<file path="config.mk">
export PLATFORM = sky130hd
export DESIGN_NAME = sleep_state_error_masks
export DESIGN_NICKNAME = d
export VERILOG_FILES = /design/src/sleep_mask_pkg.sv /design/src/mask_select.sv /design/src/sleep_state_error_masks.sv
export SDC_FILE = /design/constraint.sdc
export NUM_CORES = 1
export LEC_CHECK = 0
export BUFFER_PORTS_ARGS = -buffer_cell sky130_fd_sc_hd__buf_4
export CAP_MARGIN = 20
export CORE_MARGIN = 3
export CORE_UTILIZATION = 50
export DETAILED_ROUTE_END_ITERATION = 12
export PLACE_DENSITY_LB_ADDON = 0.1
export SETUP_SLACK_MARGIN = 0.2
export SYNTH_ARGS = -nofsm -noshare
export SYNTH_HDL_FRONTEND = slang
export SYNTH_SLANG_ARGS = --single-unit
</file>
<file path="constraint.sdc">
create_clock -name core_clk -period 1.5 [get_ports core_clk]
set_input_delay 0.3 -clock core_clk [delete_from_list [all_inputs] [get_ports core_clk]]
set_output_delay 0.3 -clock core_clk [all_outputs]
set_load 0.1 [all_outputs]
</file>
<file path="src/sleep_mask_pkg.sv">
// constants for the sleep-state error mask bank
package sleep_mask_pkg;
    localparam int ADDR_W = 8;
    localparam int DATA_W = 8;
    localparam int INPUT_N = 8;
    localparam int FAN_N = 4;
    localparam logic [ADDR_W-1:0] S1_INPUT_OFS = 8'h00e5;
    localparam logic [ADDR_W-1:0] S1_FAN_OFS = 8'h00e6;
    localparam logic [ADDR_W-1:0] S3_INPUT_OFS = 8'h00e7;
    localparam logic [ADDR_W-1:0] S3_FAN_OFS = 8'h00e8;
    localparam logic [INPUT_N-1:0] INPUT_MASK_RST = 8'h00ff;
    localparam logic [FAN_N-1:0] FAN_MASK_RST = 4'h000f;
    typedef enum logic [1:0] {
        SLEEP_S0,
        SLEEP_S1,
        SLEEP_S3,
        SLEEP_S45
    } sleep_state_t;
endpackage

</file>
<file path="src/mask_select.sv">
// selects the active mask set from the sleep state
`timescale 1ns/1ps
`default_nettype none
module mask_select
    import sleep_mask_pkg::*;
#(
    parameter int WIDTH = 8
) (
    input wire sleep_mask_pkg::sleep_state_t state,
    input wire logic [WIDTH-1:0] s1_mask,
    input wire logic [WIDTH-1:0] s3_mask,
    input wire logic [WIDTH-1:0] s45_mask,
    output logic [WIDTH-1:0] active_mask
);
    always_comb begin
        case (state)
            SLEEP_S1: active_mask = s1_mask;
            SLEEP_S3: active_mask = s3_mask;
            SLEEP_S45: active_mask = s45_mask;
            default: active_mask = '0;
        endcase
    end
endmodule
`default_nettype wire

</file>
<file path="src/sleep_state_error_masks.sv">
// sleep-state error mask registers and event gating
`timescale 1ns/1ps
`default_nettype none
module sleep_state_error_masks #(
    parameter int INPUTS = sleep_mask_pkg::INPUT_N,
    parameter int FANS = sleep_mask_pkg::FAN_N
) (
    input wire logic core_clk,
    input wire logic rst,
    input wire logic reg_wr,
    input wire logic reg_rd,
    input wire logic [sleep_mask_pkg::ADDR_W-1:0] reg_addr,
    input wire logic [sleep_mask_pkg::DATA_W-1:0] reg_wdata,
    output logic [sleep_mask_pkg::DATA_W-1:0] reg_rdata,
    input wire sleep_mask_pkg::sleep_state_t sleep_state_select,
    input wire logic [INPUTS-1:0] s45_input_mask,
    input wire logic [INPUTS-1:0] input_error,
    input wire logic [FANS-1:0] fan_error,
    output logic [INPUTS-1:0] input_error_out,
    output logic [FANS-1:0] fan_error_out
);
    import sleep_mask_pkg::*;

    function automatic logic hits(
        input logic [ADDR_W-1:0] addr,
        input logic [ADDR_W-1:0] ofs
    );
        return addr == ofs;
    endfunction

    logic [INPUTS-1:0] s1_input_q;
    logic [INPUTS-1:0] s3_input_q;
    logic [FANS-1:0] s1_fan_q;
    logic [FANS-1:0] s3_fan_q;
    logic [INPUTS-1:0] input_wdata;
    logic [FANS-1:0] fan_wdata;
    logic [DATA_W-1:0] reg_rdata_d;
    logic [INPUTS-1:0] input_active;
    logic [FANS-1:0] fan_active;
    logic [INPUTS-1:0] input_error_d;
    logic [FANS-1:0] fan_error_d;
    sleep_state_t state_eff;

    // register decode
    wire logic wr_s1_in = reg_wr && hits(reg_addr, S1_INPUT_OFS);
    wire logic wr_s1_fan = reg_wr && hits(reg_addr, S1_FAN_OFS);
    wire logic wr_s3_in = reg_wr && hits(reg_addr, S3_INPUT_OFS);
    wire logic wr_s3_fan = reg_wr && hits(reg_addr, S3_FAN_OFS);
    wire logic rd_s1_in = reg_rd && hits(reg_addr, S1_INPUT_OFS);
    wire logic rd_s1_fan = reg_rd && hits(reg_addr, S1_FAN_OFS);
    wire logic rd_s3_in = reg_rd && hits(reg_addr, S3_INPUT_OFS);
    wire logic rd_s3_fan = reg_rd && hits(reg_addr, S3_FAN_OFS);

    // write data, fan upper bits dropped
    assign input_wdata = reg_wdata[INPUTS-1:0];
    assign fan_wdata = reg_wdata[FANS-1:0];

    // read data mux, unmapped reads zero
    assign reg_rdata_d = ({DATA_W{rd_s1_in}} & DATA_W'(s1_input_q))
        | ({DATA_W{rd_s1_fan}} & DATA_W'(s1_fan_q))
        | ({DATA_W{rd_s3_in}} & DATA_W'(s3_input_q))
        | ({DATA_W{rd_s3_fan}} & DATA_W'(s3_fan_q));

    assign state_eff = rst ? SLEEP_S45 : sleep_state_select;

    // per-bit event gating
    for (genvar gi = 0; gi < INPUTS; gi++) begin : g_input_gate
        assign input_error_d[gi] = input_error[gi] & ~input_active[gi];
    end

    for (genvar gf = 0; gf < FANS; gf++) begin : g_fan_gate
        assign fan_error_d[gf] = fan_error[gf] & ~fan_active[gf];
    end

    always_ff @(posedge core_clk or posedge rst) begin
        if (rst) begin
            s1_input_q <= INPUTS'(INPUT_MASK_RST);
        end else if (wr_s1_in) begin
            s1_input_q <= input_wdata;
        end
    end

    always_ff @(posedge core_clk or posedge rst) begin
        if (rst) begin
            s3_input_q <= INPUTS'(INPUT_MASK_RST);
        end else if (wr_s3_in) begin
            s3_input_q <= input_wdata;
        end
    end

    always_ff @(posedge core_clk or posedge rst) begin
        if (rst) begin
            s1_fan_q <= FANS'(FAN_MASK_RST);
        end else if (wr_s1_fan) begin
            s1_fan_q <= fan_wdata;
        end
    end

    always_ff @(posedge core_clk or posedge rst) begin
        if (rst) begin
            s3_fan_q <= FANS'(FAN_MASK_RST);
        end else if (wr_s3_fan) begin
            s3_fan_q <= fan_wdata;
        end
    end

    mask_select #(.WIDTH(INPUTS)) input_sel (
        .state(state_eff),
        .s1_mask(s1_input_q),
        .s3_mask(s3_input_q),
        .s45_mask(s45_input_mask),
        .active_mask(input_active)
    );

    mask_select #(.WIDTH(FANS)) fan_sel (
        .state(state_eff),
        .s1_mask(s1_fan_q),
        .s3_mask(s3_fan_q),
        .s45_mask('0),
        .active_mask(fan_active)
    );

    always_ff @(posedge core_clk or posedge rst) begin
        if (rst) begin
            reg_rdata <= '0;
            input_error_out <= '0;
            fan_error_out <= '0;
        end else begin
            reg_rdata <= reg_rdata_d;
            input_error_out <= input_error_d;
            fan_error_out <= fan_error_d;
        end
    end

    // checks
    s1_input_gate_a: assert property (@(posedge core_clk) disable iff (rst)
        (sleep_state_select == SLEEP_S1) |=>
        (input_error_out == ($past(input_error) & ~$past(s1_input_q))))
        else $error("s1 input masking wrong");

    s1_fan_gate_a: assert property (@(posedge core_clk) disable iff (rst)
        (sleep_state_select == SLEEP_S1) |=>
        (fan_error_out == ($past(fan_error) & ~$past(s1_fan_q))))
        else $error("s1 fan masking wrong");

    s3_input_gate_a: assert property (@(posedge core_clk) disable iff (rst)
        (sleep_state_select == SLEEP_S3) |=>
        (input_error_out == ($past(input_error) & ~$past(s3_input_q))))
        else $error("s3 input masking wrong");

    s3_fan_gate_a: assert property (@(posedge core_clk) disable iff (rst)
        (sleep_state_select == SLEEP_S3) |=>
        (fan_error_out == ($past(fan_error) & ~$past(s3_fan_q))))
        else $error("s3 fan masking wrong");

    s0_no_mask_a: assert property (@(posedge core_clk) disable iff (rst)
        (sleep_state_select == SLEEP_S0) |=> (input_error_out == $past(input_error)))
        else $error("s0 must not mask");

    s0_fan_pass_a: assert property (@(posedge core_clk) disable iff (rst)
        (sleep_state_select == SLEEP_S0) |=>
        (fan_error_out == $past(fan_error)))
        else $error("s0 must not mask fans");

    s45_input_gate_a: assert property (@(posedge core_clk) disable iff (rst)
        (sleep_state_select == SLEEP_S45) |=>
        (input_error_out == ($past(input_error) & ~$past(s45_input_mask))))
        else $error("s45 input masking wrong");

    s45_fan_pass_a: assert property (@(posedge core_clk) disable iff (rst)
        (sleep_state_select == SLEEP_S45) |=>
        (fan_error_out == $past(fan_error)))
        else $error("s45 fan events wrong");

    reset_state_a: assert property (@(posedge core_clk)
        rst |-> (state_eff == SLEEP_S45))
        else $error("reset must select s45");

    reset_quiet_a: assert property (@(posedge core_clk)
        rst ##1 rst |-> (input_error_out == '0) && (fan_error_out == '0))
        else $error("events leak during reset");

    reset_load_a: assert property (@(posedge core_clk)
        $fell(rst) |->
        (s1_input_q == INPUTS'(INPUT_MASK_RST)) && (s3_input_q == INPUTS'(INPUT_MASK_RST)) &&
        (s1_fan_q == FANS'(FAN_MASK_RST)) && (s3_fan_q == FANS'(FAN_MASK_RST)))
        else $error("mask reset values wrong");

    fan_rsvd_zero_a: assert property (@(posedge core_clk) disable iff (rst)
        (reg_rd && reg_addr == S1_FAN_OFS) |=> (reg_rdata[DATA_W-1:FANS] == '0))
        else $error("reserved bits nonzero");

    s3_rsvd_zero_a: assert property (@(posedge core_clk) disable iff (rst)
        (reg_rd && reg_addr == S3_FAN_OFS) |=> (reg_rdata[DATA_W-1:FANS] == '0))
        else $error("s3 reserved bits nonzero");

    write_back_a: assert property (@(posedge core_clk) disable iff (rst)
        (reg_wr && reg_addr == S1_INPUT_OFS) ##1
        (reg_rd && !reg_wr && reg_addr == S1_INPUT_OFS)
        |=> (reg_rdata == $past(reg_wdata, 2)))
        else $error("s1 input mask readback wrong");

    s3_in_back_a: assert property (@(posedge core_clk) disable iff (rst)
        (reg_wr && reg_addr == S3_INPUT_OFS) ##1
        (reg_rd && !reg_wr && reg_addr == S3_INPUT_OFS)
        |=> (reg_rdata == $past(reg_wdata, 2)))
        else $error("s3 input mask readback wrong");

    s1_fan_back_a: assert property (@(posedge core_clk) disable iff (rst)
        (reg_wr && reg_addr == S1_FAN_OFS) ##1
        (reg_rd && !reg_wr && reg_addr == S1_FAN_OFS)
        |=> (reg_rdata == DATA_W'($past(reg_wdata[FANS-1:0], 2))))
        else $error("s1 fan mask readback wrong");

    s3_fan_back_a: assert property (@(posedge core_clk) disable iff (rst)
        (reg_wr && reg_addr == S3_FAN_OFS) ##1
        (reg_rd && !reg_wr && reg_addr == S3_FAN_OFS)
        |=> (reg_rdata == DATA_W'($past(reg_wdata[FANS-1:0], 2))))
        else $error("s3 fan mask readback wrong");

    s1_cov: cover property (@(posedge core_clk) sleep_state_select == SLEEP_S1 && |input_error);
    s3_cov: cover property (@(posedge core_clk) sleep_state_select == SLEEP_S3 && |fan_error);
    wr_cov: cover property (@(posedge core_clk) wr_s3_fan);
    s45_cov: cover property (@(posedge core_clk) sleep_state_select == SLEEP_S45 && |input_error);
    rd_cov: cover property (@(posedge core_clk) rd_s3_fan);
endmodule
`default_nettype wire

</file>
### After elaboration in Yosys (flattened, before gate mapping)

Index checks and enable logic that the tools add are counted.

| storage, ports and cells | value |
|---|---|
| output and inout bits | 20 |
| logic and storage cells | 56 |
| register bits after elaboration | 44 |
| bits of input ports | 42 |

| cells by class | value |
|---|---|
| multiplexer cells | 3 |
| bitwise logic cells | 31 |
| equality and inequality tests | 7 |
| reductions and logical operators | 8 |

Operators by type and width:

| kind | number |
|---|---|
| == test 8 bit (second input constant) | 4 |
| OR 8 bit | 3 |
| case mux 8 bit (3 select lines) | 1 |
| bitwise AND 8 x 4 -> 8 bit | 2 |
| bitwise AND 8 bit | 2 |
| bitwise AND 1 bit | 12 |
| inverter 1 bit | 12 |
| logical AND 1 bit | 8 |
| case mux 4 bit (2 select lines) | 1 |
| == test 2 bit (second input constant) | 2 |
| == test 2 x 1 -> 1 bit (second input constant) | 1 |
| two-way mux 2 bit | 1 |

### Logic depth before layout (Yosys ltp)

| depth | value |
|---|---|
| depth after elaboration | 6 |
| depth in mapped cells | 6 |
| gate-level depth less buffers | 5 |

### By module

A second synthesis with hierarchy kept.

| unflattened totals | value |
|---|---|
| cell total of the unflattened synthesis | 151 |
| area total of the unflattened synthesis | 2104.5 sq um |

Modules (own cells, without submodules):

| module | instances | cells each | seq. area each (sq um) | area an instance (sq um) |
|---|---|---|---|---|
| sleep_state_error_masks | 1 | 122 | 1131.1 | 1820.5 |
| mask_select (input_sel) | 1 | 20 | 0.0 | 191.4 |
| mask_select (fan_sel) | 1 | 9 | 0.0 | 92.6 |

### Worst setup path before layout

Ideal clock, no wire load.

| timing path | value |
|---|---|
| path kind | input to register |
| start point | in rst |
| end point | reg input_error_out[1] |
| setup time | 119 ps |
| slack | -62 ps |
| required time | 1381 ps |
| path buffers | 1 |
| cell stages on the path | 6 |
| arrival time | 1443 ps |
| path through | or2_2 -> inv_1 -> ha_1 -> clkbuf_1 -> a222oi_1 -> o21a_1 |

| on the way | value |
|---|---|
| cells in the longest elaborated chain, start to end | 5 |
| elaborated cells on any way between the ends | 7 |
| those cells by class | eq/ne (3); mux (2); bitwise (2) |

RTL lines:

| element | RTL line | source |
|---|---|---|
| start, declared | sleep_state_error_masks.sv:9 | `input wire logic rst,` |
| two-way mux 2 bit (*) | sleep_state_error_masks.sv:64 | `assign state_eff = rst ? SLEEP_S45 : sleep_state_select;` |
| == test 2 bit, or another cell as far along | - |  |
| case mux 8 bit (3 select lines) (*) | mask_select.sv:16 | `case (state)` |
| inverter 1 bit (*) | sleep_state_error_masks.sv:68 | `assign input_error_d[gi] = input_error[gi] & ~input_active[gi];` |
| bitwise AND 1 bit (*) | sleep_state_error_masks.sv:68 |  |
| net input_error_d[1] | sleep_state_error_masks.sv:40 | `logic [INPUTS-1:0] input_error_d;` |
| end signal, assigned | sleep_state_error_masks.sv:130 | `input_error_out <= input_error_d;` |
| end, declared | sleep_state_error_masks.sv:19 | `output logic [INPUTS-1:0] input_error_out,` |

The timed path passes the listed nets; every way through them passes the cells marked *.
A chain may end at the register's enable or synchronous reset.

### Worst setup path after layout

| timing path | value |
|---|---|
| start point | reg input_error_out[0] |
| end point | out input_error_out[0] |

No word-level cell between the ends.

==> reports/qor.yml <==
power.density_cell_area_nw_per_um2: 933
tightestPinTransition_ns: 0.358
mappedNetlistNets: 188
die_h_um: 69.3
fmax_mhz: 811
postCtsResizedCells: 0
postCtsHoldBufs: 0
place.gp.congestion: 0.754
max_cap_violations: 0
regToRegSetupSlack_ns: 0.33
drtAntennaViolNets: 0
boundaryPins: 62
synth_top_area_share_pct: 31.4
area_taken_by_multi_input_logic_gates_sq_um: 912
drt_drc_violations_left: 0
core.rowCount: 22
detailedRoute.firstIterationViolations: 115
power.leakage_nw: 1.29
fin_crit_ns: 1.23
crit_family: "flip-flops"
drt_first_pass_iters: 7
fillers: 258
clk_transition_reported_paths_ns: 0.08
cts_buffer_depth: 2
timing.critical_path.cells: "buf_4"
die_span_x_um: 69.3
ys_warn_count: 0
via_count_of_the_first_global_routing_pass: 1672
gr-total-overflow: 0
worstSkewPairLatency_ns: 0.29
design_power_total_mw: 2.58
final-hold-violation-count: 0
dpl.hpwl_mm: 3.51
syn_avg_cell_area_sq_um: 14.1
pin_count_of_the_biggest_net_entering_global_routing: 45
number_of_setup_violations_in_the_final_report: 0
synth.area.top_cells: "sky130_fd_sc_hd__dfstp_2 31%, sky130_fd_sc_hd__dfrtp_1 25%, sky130_fd_sc_hd__mux2_2 16%"
highest_ir_drop_seen_on_vdd_v: 0.000726
outcome: "completed"
regToRegEndpoint: "reg_rdata[2]"
final_layout_size_suffix_gt1_share_pct: 65.1
fin_skew_ns: 0.00613
placeableCoreArea_sq_um: 3770
rr_startpoint: "s3_input_q[2]"
seq_area_sq_um: 1130
synth_cell_type_count: 31
yosysTopAreaCell: "sky130_fd_sc_hd__dfstp_2"
critical_path_required_time_ns: 1.20
flow.area_growth_from_synthesis_pct: 37.9
worstPathMaxFanout: 1
netlist_area_sq_um: 2010
initial_core_util_pct: 53.2
setup_ws_ns: 0.266
worst_setup_path_start_kind: "register"
cp.arrival_ns: 0.93
number_of_buffer_cells_added_on_primary_ports: 61
cts_num_sinks: 44
final_max_slew_viol_count: 0
wire_length_of_the_first_global_routing_pass_mm: 8.11
worst-r2r-cell-count: 3
avgRoutedWirePerCell_um: 18.1
cpMaxStageDelayCell: "sky130_fd_sc_hd__dfrtp_1"
htreeDepth: 2
crit_buf_inv: 1
post_cts.repair.setup_buffers: 0
worstSetupPathType: "reg -> out"
rsz_0062_raised_after_global_routing: "false"
dp_worst_setup_slack_ns: -0.103
number_of_antenna_violations_at_the_first_check_in_global_routing: 0
clock_tree_from_tritoncts: "done"
clock-root-buffer: "sky130_fd_sc_hd__clkbuf_8"
postSynthCellCount: 142
vias_per_cell: 5.85
cts_inserted_buffers: 5
route.vias.total: 1520
num_antenna_cells: 0
slowest_delay_ns: 0.35
fin_nets: 258
routed_wire_length_mm: 4.70
fp.dieArea_sq_um: 4810
max_slew_margin_pct: 76.1
fraction_of_the_yosys_area_taken_by_sequential_cells_pct: 56.4
final_min_period_over_clock_period_pct: 82.2
yosys_register_bits: 44
cp-end-kind: "output port"
worstHoldPathType: "in -> async"
track_usage_pct: 21.3
==> kinds of logic (layout without fill, tap and decap cells) <==
| logic type | count (synthesis) | after routing | share of synthesized area, % |
|---|---|---|---|
| flip-flops | 44 | 44 | 56.4 |
| AO/OA/AOI/OAI | 32 | 32 | 14.0 |
| AND/OR/NAND/NOR | 21 | 21 | 7.49 |
| multiplexers | 32 | 32 | 17.7 |
| buffers and inverters | 9 | 79 | 1.93 |
| adder cells (fa/ha/maj) | 4 | 4 | 2.50 |
==> synthesized netlist by cell type <==
library cell and number:
sky130_fd_sc_hd__and3_1 1, sky130_fd_sc_hd__buf_4 1, sky130_fd_sc_hd__buf_2 1, sky130_fd_sc_hd__a32o_1 4, sky130_fd_sc_hd__nand3b_1 1, sky130_fd_sc_hd__a222oi_1 8
sky130_fd_sc_hd__nor2_1 4, sky130_fd_sc_hd__nor3_2 1, sky130_fd_sc_hd__nand3_1 2, sky130_fd_sc_hd__ha_1 4, sky130_fd_sc_hd__o21a_1 8, sky130_fd_sc_hd__mux2i_1 4
sky130_fd_sc_hd__dfstp_2 24, sky130_fd_sc_hd__and2_1 1, sky130_fd_sc_hd__or2_2 2, sky130_fd_sc_hd__nand4_2 1, sky130_fd_sc_hd__and2b_1 1, sky130_fd_sc_hd__inv_1 3
sky130_fd_sc_hd__clkbuf_1 3, sky130_fd_sc_hd__nor2b_1 1, sky130_fd_sc_hd__mux2_2 28, sky130_fd_sc_hd__nand4b_1 1, sky130_fd_sc_hd__a21boi_0 4, sky130_fd_sc_hd__nor4b_1 1
sky130_fd_sc_hd__nand4_1 1, sky130_fd_sc_hd__nand2b_1 1, sky130_fd_sc_hd__a22o_1 8, sky130_fd_sc_hd__nor3_4 1, sky130_fd_sc_hd__buf_1 1, sky130_fd_sc_hd__dfrtp_1 20
sky130_fd_sc_hd__and4b_1 1
==> power by group <==
group          switching (mW)  total [mW]  internal [mW]
registers              0.0326        1.30           1.26
logic                   0.299       0.502          0.202
clock network           0.374       0.784          0.410
==> per-layer routing <==
metal	vias up	GRT usage, %	share of wire, %
met5	-	0	0
met4	0	8.24	1.2
met3	5	4.93	7.3
met2	65	36.0	52
li1	687	-	-
met1	763	26.4	39
==> worst max path at each step <==
stage,from,end,cells past startpoint
after floorplan,rst,input_error_out[0],5
after global placement,rst,input_error_out[4],6
after detailed placement,rst,input_error_out[0],6
after CTS,rst,input_error_out[2],6
after global routing,rst,input_error_out[4],6
final,input_error_out[0],input_error_out[0],1
==> per-stage QoR <==
| step | TNS, ns | area, sq um | utilization, % | hold WS, ns | cells |
|---|---|---|---|---|---|
| global route | 0 | 2770 | 73.4 | 0.115 | 260 |
| global placement | -0.334 | 2650 | 70.4 | 0.394 | 253 |
| detailed placement | -0.863 | 2650 | 70.4 | 0.402 | 253 |
| finish | 0 | 2770 | 73.4 | 0.0825 | 260 |
| floorplan | 0 | 2110 | - | 0.422 | 142 |
| CTS | 0 | 2750 | 72.9 | 0.0910 | 260 |
==> state kept, by name, indices dropped and copies added, names as in the netlist <==
register         cells
s3_input_q           8
fan_error_out        4
s3_fan_q             4
s1_input_q           8
s1_fan_q             4
input_error_out      8
reg_rdata            8
==> cell usage in the layout (no fill, tap or decap) <==
master,count
sky130_fd_sc_hd__buf_12,3
sky130_fd_sc_hd__nand2b_1,1
sky130_fd_sc_hd__a22o_1,8
sky130_fd_sc_hd__and2_1,1
sky130_fd_sc_hd__nor3_4,1
sky130_fd_sc_hd__nand3b_1,1
sky130_fd_sc_hd__nand4b_1,1
sky130_fd_sc_hd__and2b_1,1
sky130_fd_sc_hd__a32o_1,4
sky130_fd_sc_hd__dfrtp_1,20
sky130_fd_sc_hd__or2_4,2
sky130_fd_sc_hd__nand4_2,1
sky130_fd_sc_hd__inv_1,3
sky130_fd_sc_hd__nand3_1,1
sky130_fd_sc_hd__and3_1,1
sky130_fd_sc_hd__a21boi_1,4
sky130_fd_sc_hd__a222oi_1,8
sky130_fd_sc_hd__dfstp_2,24
sky130_fd_sc_hd__mux2i_1,4
sky130_fd_sc_hd__mux2_2,22
sky130_fd_sc_hd__nor2_1,4
sky130_fd_sc_hd__clkbuf_8,7
sky130_fd_sc_hd__buf_4,66
sky130_fd_sc_hd__nor4b_2,1
sky130_fd_sc_hd__nor2b_1,1
sky130_fd_sc_hd__nand4_1,1
sky130_fd_sc_hd__ha_4,3
sky130_fd_sc_hd__and4b_1,1
sky130_fd_sc_hd__mux2_4,6
sky130_fd_sc_hd__nand3_2,1
sky130_fd_sc_hd__nor3_2,1
sky130_fd_sc_hd__o21a_1,8
sky130_fd_sc_hd__ha_1,1
==> area by class of cell <==
| cell class | instances | area share [%] |
|---|---|---|
| clock buffer | 7 | 3.48 |
| inverter | 3 | 0.407 |
| multi-input combinational | 89 | 33.0 |
| timing repair buffer | 69 | 20.1 |
| sequential | 44 | 40.9 |
| tap | 48 | 2.17 |
Note: power is estimated with default switching activity, not from simulation.
